==> config.mk <==
export PLATFORM = sky130hd
export DESIGN_NAME = usr_ctrl
export DESIGN_NICKNAME = d
export VERILOG_FILES = /design/src/usr_pkg.sv /design/src/usr_ctrl.sv
export VERILOG_INCLUDE_DIRS = /design/src /design/src/src
export SDC_FILE = /design/constraint.sdc
export NUM_CORES = 1
export LEC_CHECK = 0
export BUFFER_PORTS_ARGS = -buffer_cell sky130_fd_sc_hd__clkbuf_2
export CORE_UTILIZATION = 49
export CTS_CLUSTER_DIAMETER = 30
export DETAILED_ROUTE_END_ITERATION = 8
export PLACE_DENSITY = 0.78
export SYNTH_ARGS = -nofsm -noshare
export SYNTH_HDL_FRONTEND = slang
export SYNTH_SLANG_ARGS = --single-unit
==> constraint.sdc <==
create_clock -name CLK -period 1.8 [get_ports CLK]
set_input_delay 0.27 -clock CLK [delete_from_list [all_inputs] [get_ports CLK]]
set_output_delay 0.27 -clock CLK [all_outputs]
set_load 0.01 [all_outputs]
==> src/usr_cfg.svh <==
`ifndef USR_CFG_SVH
`define USR_CFG_SVH
// ----------------------------------------
// Register byte offsets
// ----------------------------------------
`define USR_OFF_CSR0     12'h000
`define USR_OFF_CRCON    12'h004
`define USR_OFF_EVSTAT   12'h008
`define USR_OFF_EVCLR    12'h00C
`define USR_OFF_EVEN     12'h010
// ----------------------------------------
// Control status 0 fields
// ----------------------------------------
`define USR_CSR0_RESUME  10
`define USR_CSR0_SUSP    9
`define USR_CSR0_SUSPEND_ENABLE  8
`define USR_CSR0_FADDR_H 6
// ----------------------------------------
// Clock/reset control fields
// ----------------------------------------
`define USR_CR_GEN       26
`define USR_CR_RES       25
`define USR_CR_ACT       24
`define USR_CR_RSVD      15
`define USR_CR_IDOVEN    9
`define USR_CR_IDVAL     8
`define USR_CR_IDMON     7
`define USR_CR_VBMON     6
`define USR_CR_ASMON     5
`define USR_CR_BSMON     4
`define USR_CR_SEMON     3
`define USR_CR_GENIE     2
`define USR_CR_RESIE     1
`define USR_CR_ACTIE     0
// ----------------------------------------
// Reset values
// ----------------------------------------
`define USR_RST_EVENTS   3'h1
`define USR_RST_IE       3'h0
`endif

==> src/usr_pkg.sv <==
package usr_pkg;
	typedef struct packed {
		logic       id;
		logic       vbus_valid;
		logic       a_sess;
		logic       b_sess;
		logic       sess_end;
	} usr_phy_t;

	typedef struct packed {
		logic       host_mode;
		logic       bus_event;
		logic       resume_seen;
		logic       bus_activity;
		logic       suspend_cond;
	} usr_core_t;

	typedef struct packed {
		logic       resume;
		logic       suspended;
		logic       suspend_enable;
		logic [6:0] function_address;
		logic       id_override_enable;
		logic       id_override_value;
		logic [4:0] mon_en;
		logic [2:0] ev;
		logic [2:0] ie;
		logic [4:0] syn1;
		logic [4:0] syn2;
		logic [4:0] syn3;
		logic [4:0] prev;
		logic [6:0] func_addr_out;
		logic       cable_id;
		logic       bus_valid;
		logic       a_session;
		logic       b_session;
		logic       session_end;
		logic       resume_drive;
		logic       irq;
		logic       pready;
		logic       pslverr;
		logic [31:0] prdata;
	} usr_state_t;
endpackage : usr_pkg

==> src/usr_ctrl.sv <==
// Chosen here: register access over APB and the placing of the registers.
`timescale 1ns/1ps
`include "usr_cfg.svh"
// What this block does
// - While suspended and resume bit set, drive resume signalling; stop when cleared.
// - Suspended status reads 1 in suspend; host may set it, hardware clears it on resume in the peripheral role.
// - Suspend entered only while suspend enable is 1.
// - Peripheral role uses the 7-bit function address to decode tokens.
// - General event flag set on any bus event; read-only, cleared by writing 1 to the clear register.
// - Resume flag set on resume seen during suspend; else reads 0.
// - Activity flag set on connect, disconnect or activity; resets to 1.
// - ID override enable selects override value, else the PHY ID.
// - ID override value gives the ID level used under override.
// - PHY ID monitored only while ID monitor enable is 1.
// - Bus-valid monitored only while its monitor enable is 1.
// - A-side session valid monitored only while its enable is 1.
// - B-side session valid monitored only while its enable is 1.
// - Clock/reset control bit 15 reads 1; unused bits read 0.
module usr_ctrl
(
	// Clock and reset
	input  wire logic             CLK,
	input  wire logic             RESETN,
	// APB slave
	input  wire logic             PSEL,
	input  wire logic             PENABLE,
	input  wire logic             PWRITE,
	input  wire logic [11:0]      PADDR,
	input  wire logic [31:0]      PWDATA,
	input  wire logic [3:0]       PSTRB,
	output logic                  PREADY,
	output logic                  PSLVERR,
	output logic [31:0]           PRDATA,
	// PHY indications, asynchronous
	input  wire usr_pkg::usr_phy_t PHY,
	// Protocol core, same clock
	input  wire usr_pkg::usr_core_t CORE,
	// Outputs to core and PHY
	output logic                  RESUME_DRIVE,
	output logic                  SUSPENDED,
	output logic [6:0]            FUNC_ADDR,
	output logic                  CABLE_ID,
	output logic                  BUS_VALID,
	output logic                  A_SESSION,
	output logic                  B_SESSION,
	output logic                  SESSION_END,
	output logic                  IRQ
);
	usr_pkg::usr_state_t s_r;
	usr_pkg::usr_state_t s_nxt;

	function automatic logic hit(input logic [11:0] a, input logic [11:0] off);
		hit = (a[11:2] == off[11:2]);
	endfunction : hit

	logic        wr;
	logic        rd;
	logic [4:0]  agree;
	logic [2:0]  ev_set;
	logic [31:0] cr_word;
	assign wr = PSEL && PENABLE && PWRITE && s_r.pready;
	assign rd = PSEL && !PENABLE && !PWRITE;

	// ----------------------------------------
	// Three-stage sync of all PHY levels
	// ----------------------------------------
	genvar g;
	generate
		for (g = 0; g < 5; g++)
		begin : g_agree
			assign agree[g] = (s_r.syn2[g] == s_r.syn3[g]);
		end
	endgenerate

	always_comb
	begin
		cr_word = 32'h0000_0000;
		cr_word[`USR_CR_GEN]     = s_r.ev[2];
		cr_word[`USR_CR_RES]     = s_r.ev[1];
		cr_word[`USR_CR_ACT]     = s_r.ev[0];
		cr_word[`USR_CR_RSVD]    = 1'b1;
		cr_word[`USR_CR_IDOVEN]  = s_r.id_override_enable;
		cr_word[`USR_CR_IDVAL]   = s_r.id_override_value;
		cr_word[`USR_CR_IDMON:`USR_CR_SEMON] = s_r.mon_en;
		cr_word[`USR_CR_GENIE:`USR_CR_ACTIE] = s_r.ie;
	end

	always_comb
	begin
		s_nxt = s_r;
		ev_set = 3'h0;
		// Every PHY level is asynchronous, so all five are filtered
		s_nxt.syn1 = PHY;
		s_nxt.syn2 = s_r.syn1;
		s_nxt.syn3 = s_r.syn2;
		for (int i = 0; i < 5; i++)
		begin
			if (agree[i])
			begin
				s_nxt.prev[i] = s_r.syn3[i];
			end
		end
		// ----------------------------------------
		// Register writes
		// ----------------------------------------
		if (wr && hit(PADDR, `USR_OFF_CSR0))
		begin
			if (PSTRB[1])
			begin
				s_nxt.resume         = PWDATA[`USR_CSR0_RESUME];
				s_nxt.suspend_enable = PWDATA[`USR_CSR0_SUSPEND_ENABLE];
				if (CORE.host_mode && PWDATA[`USR_CSR0_SUSP] && PWDATA[`USR_CSR0_SUSPEND_ENABLE])
				begin
					s_nxt.suspended = 1'b1;
				end
			end
			if (PSTRB[0])
			begin
				s_nxt.function_address = PWDATA[`USR_CSR0_FADDR_H:0];
			end
		end
		if (wr && hit(PADDR, `USR_OFF_CRCON))
		begin
			if (PSTRB[1])
			begin
				s_nxt.id_override_enable = PWDATA[`USR_CR_IDOVEN];
				s_nxt.id_override_value  = PWDATA[`USR_CR_IDVAL];
			end
			if (PSTRB[0])
			begin
				s_nxt.mon_en = PWDATA[`USR_CR_IDMON:`USR_CR_SEMON];
				s_nxt.ie     = PWDATA[`USR_CR_GENIE:`USR_CR_ACTIE];
			end
		end
		if (wr && hit(PADDR, `USR_OFF_EVEN) && PSTRB[0])
		begin
			s_nxt.ie = PWDATA[2:0];
		end
		// Activity flag also clears from its control bit; the others by clear register
		if (wr && hit(PADDR, `USR_OFF_CRCON) && PSTRB[3] && !PWDATA[`USR_CR_ACT])
		begin
			s_nxt.ev[0] = 1'b0;
		end
		if (wr && hit(PADDR, `USR_OFF_EVCLR) && PSTRB[0])
		begin
			s_nxt.ev = s_nxt.ev & ~PWDATA[2:0];
		end
		// ----------------------------------------
		// Suspend and resume
		// ----------------------------------------
		if (CORE.suspend_cond && s_r.suspend_enable)
		begin
			s_nxt.suspended = 1'b1;
		end
		if (!s_nxt.suspend_enable || (s_r.suspended && CORE.resume_seen && !CORE.host_mode))
		begin
			s_nxt.suspended = 1'b0;
		end
		if (!s_r.suspended)
		begin
			s_nxt.ev[1] = 1'b0;
		end
		s_nxt.resume_drive = s_r.suspended && s_r.resume;
		// ----------------------------------------
		// Events: set wins over clear
		// ----------------------------------------
		ev_set[2] = CORE.bus_event;
		ev_set[1] = CORE.resume_seen && s_r.suspended;
		ev_set[0] = CORE.bus_activity || (s_r.prev[3] != s_r.syn3[3] && agree[3]);
		s_nxt.ev = s_nxt.ev | ev_set;
		s_nxt.irq = |(s_r.ev & s_r.ie);
		// ----------------------------------------
		// ID and VBUS monitoring
		// ----------------------------------------
		if (s_r.id_override_enable)
		begin
			s_nxt.cable_id = s_r.id_override_value;
		end
		else if (s_r.mon_en[4] && agree[4])
		begin
			s_nxt.cable_id = s_r.syn3[4];
		end
		s_nxt.bus_valid   = s_r.mon_en[3] && s_r.prev[3];
		s_nxt.a_session   = s_r.mon_en[2] && s_r.prev[2];
		s_nxt.b_session   = s_r.mon_en[1] && s_r.prev[1];
		s_nxt.session_end = s_r.mon_en[0] && s_r.prev[0];
		// Registered so a role change reaches the core without a glitch
		s_nxt.func_addr_out = CORE.host_mode ? 7'h00 : s_nxt.function_address;
		// ----------------------------------------
		// APB answer: zero wait state
		// ----------------------------------------
		s_nxt.pready  = PSEL && !PENABLE;
		s_nxt.pslverr = PSEL && !PENABLE && !(hit(PADDR, `USR_OFF_CSR0) || hit(PADDR, `USR_OFF_CRCON)
			|| hit(PADDR, `USR_OFF_EVSTAT) || hit(PADDR, `USR_OFF_EVCLR) || hit(PADDR, `USR_OFF_EVEN));
		s_nxt.prdata  = 32'h0000_0000;
		if (rd)
		begin
			if (hit(PADDR, `USR_OFF_CSR0))
			begin
				s_nxt.prdata[`USR_CSR0_RESUME] = s_r.resume;
				s_nxt.prdata[`USR_CSR0_SUSP]   = s_r.suspended;
				s_nxt.prdata[`USR_CSR0_SUSPEND_ENABLE] = s_r.suspend_enable;
				s_nxt.prdata[`USR_CSR0_FADDR_H:0] = s_r.function_address;
			end
			else if (hit(PADDR, `USR_OFF_CRCON))
			begin
				s_nxt.prdata = cr_word;
			end
			else if (hit(PADDR, `USR_OFF_EVSTAT))
			begin
				s_nxt.prdata[2:0] = s_r.ev;
			end
			else if (hit(PADDR, `USR_OFF_EVEN))
			begin
				s_nxt.prdata[2:0] = s_r.ie;
			end
		end
	end

	always_ff @(posedge CLK or negedge RESETN)
	begin
		if (!RESETN)
		begin
			s_r    <= '0;
			s_r.ev <= `USR_RST_EVENTS;
			s_r.ie <= `USR_RST_IE;
		end
		else
		begin
			s_r <= s_nxt;
		end
	end

	// ----------------------------------------
	// Outputs
	// ----------------------------------------
	assign PREADY       = s_r.pready;
	assign PSLVERR      = s_r.pslverr;
	assign PRDATA       = s_r.prdata;
	assign RESUME_DRIVE = s_r.resume_drive;
	assign SUSPENDED    = s_r.suspended;
	assign FUNC_ADDR    = s_r.func_addr_out;
	assign CABLE_ID     = s_r.cable_id;
	assign BUS_VALID    = s_r.bus_valid;
	assign A_SESSION    = s_r.a_session;
	assign B_SESSION    = s_r.b_session;
	assign SESSION_END  = s_r.session_end;
	assign IRQ          = s_r.irq;
endmodule : usr_ctrl

==> results of run 1 <==
[metal layers]
metal	vias up	global-route usage (%)	wire length, um	share of wire [%]
li1	950	-	-	-
met4	0	11.1	120	2.1
met3	11	3.26	342	6.0
met5	-	0	0	0
met2	77	29.1	2680	47
met1	974	26.2	2530	45
[repair_timing]
action                    CTS  global route
hold buffers                1             0
hold endpoints to repair   24             0
buffers inserted            0             0
[registers in the layout (all words and copies together) (netlist names), 7 cells and up]
signal,count
PRDATA,15
FUNC_ADDR,7
s_nxt,10
s_r,18
cr_word,13
[stage by stage]
step           utilization (%)  setup slack (ps)  hold WS, ps
6_report                  60.0               195         26.5
3_3_place_gp              56.6              23.6          196
2_1_floorplan                -              98.6        -25.6
4_1_cts                   60.0               190         13.1
5_1_grt                   60.0               152         8.99
3_5_place_dp              56.6             -16.1          202
[Yosys cell counts (all sizes together) (2+ instances only)]
cell | n | area (um2)
nand2b | 5 | 31.3
buf | 44 | 317
nand2 | 14 | 55.1
nand4b | 2 | 17.5
a22o | 6 | 52.6
and2 | 11 | 68.8
maj3 | 3 | 30.0
nor3 | 2 | 20.0
nor4 | 5 | 52.6
inv | 10 | 37.5
or3 | 7 | 43.8
dfrtp | 72 | 1800
and4 | 2 | 17.5
nor2b | 2 | 12.5
clkbuf | 3 | 11.3
mux2 | 12 | 146
o21ai | 11 | 55.1
a21oi | 16 | 80.1
nor2 | 10 | 37.5
[cell type report]
class | instances | share of cell area (%)
Clock buffer | 10 | 3.85
Multi-Input combinational cell | 141 | 25.7
Inverter | 10 | 1.05
Timing Repair Buffer | 88 | 14.0
Clock inverter | 5 | 1.58
Tap cell | 75 | 2.63
Sequential cell | 73 | 51.2
[how the worst max path moves through the flow]
stage,startpoint,to,slack [ps],depth (start not counted)
after global placement,PADDR[7],cr_word[1],20,5
after global routing,PREADY,cr_word[2],150,4
after detailed placement,PADDR[7],cr_word[2],-20,5
after CTS,PREADY,cr_word[2],190,4
final,PREADY,cr_word[2],190,4
after floorplan,PADDR[4],cr_word[3],100,4
[report_power, final]
part | switching (mW) | internal, mW | leakage, nW
Sequential | 0.0126 | 1.67 | 0.965
Combinational | 0.106 | 0.0706 | 0.830
Clock | 0.591 | 0.667 | 0.0981
Total | 0.709 | 2.41 | 1.89
[logic make-up (layout without fill, tap and decap cells)]
logic type / Yosys count / count (layout)
other: 1 / 17
AOI/OAI and AO/OA: 41 / 41
adders and majority gates: 3 / 3
DFF: 73 / 73
and+or+nand+nor: 67 / 67
xor gates and xnor gates: 1 / 1
muxes: 12 / 12
buffers and inverters: 57 / 113
==> results.json, run 1 <==
{
  "status": "completed",
  "signed_area_change_from_the_synthesized_netlist_to_the_final_layout_pct": 17.1,
  "dominant_combinational_cell_family_by_area_after_synthesis": "simple AND/OR/NAND/NOR gates",
  "wl_um": 5670,
  "clk_path_buf_depth": 2,
  "first_global_vias": 1883,
  "hold-path-cell-count": 1,
  "fill_cells": 509,
  "ys_warn_count": 0,
  "rsz0062_at_grt": "false",
  "ys_seq_elements": 73,
  "place_inst": 386,
  "cp.arrival_ps": 1830,
  "min_period_over_period_pct": 89.2,
  "leakage_nw": 1.89,
  "layoutNonFillerInstCount": 402,
  "number_of_enable_flip_flop_cells_after_synthesis": 0,
  "std_cell_rows": 28,
  "syn_inst": 255,
  "placeableCoreArea_um2": 5960,
  "cts_inserted_buffers": 9,
  "hold_viol_final": 0,
  "synth_area_per_cell_um2": 12.0,
  "vdd_ir_drop_max_mv": 0.458,
  "final_common_cell": "dfrtp_1",
  "register_area_um2": 1830,
  "layout_skew_ps": 6.81,
  "asyncSetResetFlopFracSynth_pct": 100,
  "r2r_end": "cr_word[2]",
  "fin_tns_setup_ps": 0,
  "cts-htree-levels": 3,
  "dr.pass1.iters": 6,
  "die_span_x_um": 80.9,
  "worst-r2r-setup-slack_ps": 190,
  "flip_flop_cell_with_the_highest_count_after_synthesis": "dfrtp_1",
  "clockRootBuffer": "clkbuf_8",
  "area_of_the_multi_input_gates_um2": 918,
  "postCtsResizedCells": 0,
  "crit_path_max_fanout": 3,
  "hold_path_startpoint": "PHY[4]",
  "worst_path_max_delay_cell": "or4_4",
  "fin_crit_ps": 1610,
  "power_per_cell_area_nw_per_um2": 872,
  "pins_over_slew_limit": 0,
  "cap_viol_max_count": 0,
  "grt_max_degree": 49,
  "synth-compound-area-share_pct": 8.28,
  "drc": 0,
  "drt_first_iter_violations": 142,
  "endpoint_kind": "flop",
  "io-pin-count": 112,
  "cts_num_sinks": 73,
  "clock_tree_from_tritoncts": "done",
  "hold-path-endpoint": "s_nxt[62]",
  "drtAntennaViolNets": 0,
  "dieArea_um2": 6550,
  "die_h_um": 80.9,
  "clk_pin_slew_worst_paths_ps": 70,
  "synth_simple_gate_area_share_pct": 13.7,
  "place_area_um2": 3370,
  "effective_utilization_at_floorplan_pct": 51.2,
  "crit_path_cell_trace": "and4_1 > nand2_1 > or4_4 > mux2_4",
  "globalplace.congestion": 0.816,
  "place_hpwl_um": 4090,
  "final_cell_mix": "dfrtp_1 (72), clkbuf_2 (70), conb_1 (17)",
  "routed_wire_length_per_instance_um": 14.1,
  "fmax_mhz": 623,
  "hold_path_class": "input pin to flop",
  "clk_latency_ps": 340,
  "drive_gt1_share_pct": 37.3,
  "synth-seq-area-share_pct": 59.9,
  "count_of_cells_along_the_worst_register_to_register_path": 4,
  "cpLargestDelayFamily": "simple AND/OR/NAND/NOR gates",
  "synth-adder-area-share_pct": 0.984,
  "cell_area_after_technology_mapping_um2": 3050,
  "post_synth_mux_area_share_pct": 4.80,
  "grt_first_pass_wirelength_um": 9020,
  "number_of_buffer_and_inverter_instances_along_the_worst_setup_path": 0,
  "grt_antenna_before_repair": 0,
  "overflow": 0,
  "p_total_mw": 3.12,
  "setup_viol": 0,
  "timing.critical_path.slowest_cell_delay_ps": 520,
  "finish.instance_area_um2": 3570,
  "gr-usage-all-layers_pct": 19.2,
  "critical_path_class": "flop to flop",
  "synth.lib_cells_used.distinct": 43,
  "yosys.area_share.xor_xnor_pct": 0.287,
  "port-buffer-count": 71,
  "critical_path.reg2reg.startpoint": "PREADY",
  "required_time_of_the_critical_path_ps": 2020,
  "timing.critical_path.from_type": "flop",
  "via_count": 2012,
  "final_nets": 386,
  "n_antenna_cell": 0,
  "drt-vias-per-instance": 5.00
}
No activity file was read; power rests on OpenSTA's default activity.
==> run 2, diff against run 1 <==
- CORE_UTILIZATION: 49 -> 44
- PLACE_DENSITY: 0.78 -> 0.74
- clock period: 1.8 -> 1.4 ns (I/O delays scaled with it)
==> run 2 against run 1 <==
The run now ends with negative setup slack left; sequential power increased by 29%; count of clock-buffer cells in the layout increased by 2; wire length increased by 19%; first-iteration DRC count decreased by 31%; sequential cell count unchanged; final area increased by 14%; non-clock buffer count increased by 24; die area increased by 11%; critical endpoint is now cr_word[0]; largest power group unchanged.
==> results.json, run 2 (synthesized netlist as in run 1, its figures left out) <==
{
  "status": "complete, but fails checks",
  "violations_in_the_final_reports": "negative setup slack",
  "vdd_ir_drop_max_mv": 0.578,
  "place_inst": 401,
  "required_time_of_the_critical_path_ps": 1640,
  "drive_gt1_share_pct": 49.1,
  "fmax_mhz": 633,
  "min_period_over_period_pct": 113,
  "layoutNonFillerInstCount": 429,
  "cts_num_sinks": 73,
  "effective_utilization_at_floorplan_pct": 46.7,
  "clock_tree_from_tritoncts": "done",
  "cap_viol_max_count": 0,
  "p_clk_share_pct": 43.5,
  "switchingPower_mw": 0.943,
  "final_common_cell": "dfrtp_1",
  "cell_internal_pwr_mw": 3.37,
  "grt_antenna_before_repair": 0,
  "critical_path.reg2reg.startpoint": "PREADY",
  "combPwrFrac_pct": 6.4,
  "power_per_cell_area_nw_per_um2": 1060,
  "std_cell_rows": 29,
  "power.share.switching_pct": 21.9,
  "pwr-share-seq_pct": 50.1,
  "r2r_end": "cr_word[0]",
  "postLayoutSetupSlackWorst_ps": -179,
  "count_of_cells_along_the_worst_register_to_register_path": 4,
  "largest_reg_flops": 18,
  "clk_pin_slew_worst_paths_ps": 70,
  "globalplace.congestion": 0.839,
  "setup_viol": 19,
  "die_h_um": 85.3,
  "crit_path_max_fanout": 3,
  "pins_over_slew_limit": 0,
  "drc": 0,
  "finish.instance_area_um2": 4070,
  "drtAntennaViolNets": 0,
  "place_area_um2": 3540,
  "hold-path-endpoint": "cr_word[26]",
  "clk_path_buf_depth": 2,
  "grt_first_pass_wirelength_um": 10200,
  "clockRootBuffer": "clkbuf_8",
  "gr-usage-all-layers_pct": 19.1,
  "wl_um": 6730,
  "clk_latency_ps": 350,
  "io-pin-count": 112,
  "hold_viol_final": 0,
  "leakage_nw": 2.10,
  "post-place-ws_ps": -322,
  "routed_wire_length_per_instance_um": 15.7,
  "placeableCoreArea_um2": 6530,
  "first_global_vias": 2094,
  "endpoint_kind": "flop",
  "largest_register_by_flop_count": "s_r",
  "critical_path_class": "flop to flop",
  "rsz0062_at_grt": "true",
  "cts-htree-levels": 3,
  "cp.arrival_ps": 1820,
  "hold-path-cell-count": 2,
  "place_hpwl_um": 4330,
  "drt-vias-per-instance": 5.00,
  "final_cell_mix": "dfrtp_1 (72), clkbuf_2 (69), buf_4 (30)",
  "layout_skew_ps": 7.24,
  "drt_first_iter_violations": 98,
  "dr.pass1.iters": 4,
  "overflow": 0,
  "die_span_x_um": 85.3,
  "hold_path_startpoint": "CORE[3]",
  "signed_area_change_from_the_synthesized_netlist_to_the_final_layout_pct": 33.2,
  "n_antenna_cell": 0,
  "final_nets": 410,
  "port-buffer-count": 71,
  "timing.critical_path.from_type": "flop",
  "worst-r2r-setup-slack_ps": -180,
  "grt_max_degree": 33,
  "hold_path_class": "input pin to flop",
  "dieArea_um2": 7270,
  "fin_crit_ps": 1580,
  "cts_inserted_buffers": 9,
  "via_count": 2143
}
==> run 2: routing by layer <==
| layer | GRT usage (%) | vias up | share of wire, % |
|---|---|---|---|
| met5 | 0 | - | 0 |
| met4 | 10.9 | 0 | 2.6 |
| met3 | 4.96 | 14 | 5.3 |
| met2 | 29.0 | 77 | 49 |
| met1 | 24.9 | 1054 | 43 |
| li1 | - | 998 | - |
==> run 2: worst max-delay path by stage <==
stage                        start          to  slack (ps)
final                       PREADY  cr_word[0]        -180
after global routing        PREADY  cr_word[1]        -220
after CTS                   PREADY  cr_word[0]        -190
after detailed placement  PADDR[8]   PRDATA[1]        -320
after global placement    PADDR[8]   PRDATA[4]        -270
after floorplan             PREADY  cr_word[0]        -230
==> run 2: layout make-up <==
cell class                      instances  area (um2)
Inverter                               10        37.5
Sequential cell                        73        1830
Timing Repair Buffer                  112         751
Clock inverter                          4        73.8
Tap cell                               77        96.3
Multi-Input combinational cell        141        1120
Clock buffer                           12         155
Fill cell                             513        2470
==> run 2: timing repair <==
action | CTS | global route
endpoints found under the setup margin | 14 | 34
cloned | 1 | 0
buffers inserted | 2 | 3
endpoints found under the hold margin | 34 | 0
pin swaps | 4 | 13
hold buffers | 6 | 0
resized for setup | 11 | 32
==> run 2: worst max-delay path, stage by stage, from the launching register on <==
cell and delay (ps):
dfrtp_1 350, and4_4 230, nand2_4 60, or4_4 520, mux2_4 310
==> run 2: power by group through the flow <==
stage | logic, mW | registers [mW] | clock network (mW)
after floorplan | 0.128 | 2.20 | 0
after global placement | 0.243 | 2.20 | 0
after detailed placement | 0.248 | 2.20 | 0
after CTS | 0.267 | 2.16 | 1.92
after global routing | 0.303 | 2.17 | 2.00
final | 0.274 | 2.16 | 1.88
==> run 2: metrics by stage <==
stage	power, mW	util, %	hold slack (ps)	setup TNS [ps]
global placement	2.44	54.2	180	-8030
detailed placement	2.45	54.2	182	-9150
CTS	4.35	59.9	20.3	-1910
global route	4.47	62.2	54.8	-2760
floorplan	2.33	-	-85.6	-1390
finish	4.31	62.2	39.3	-1730
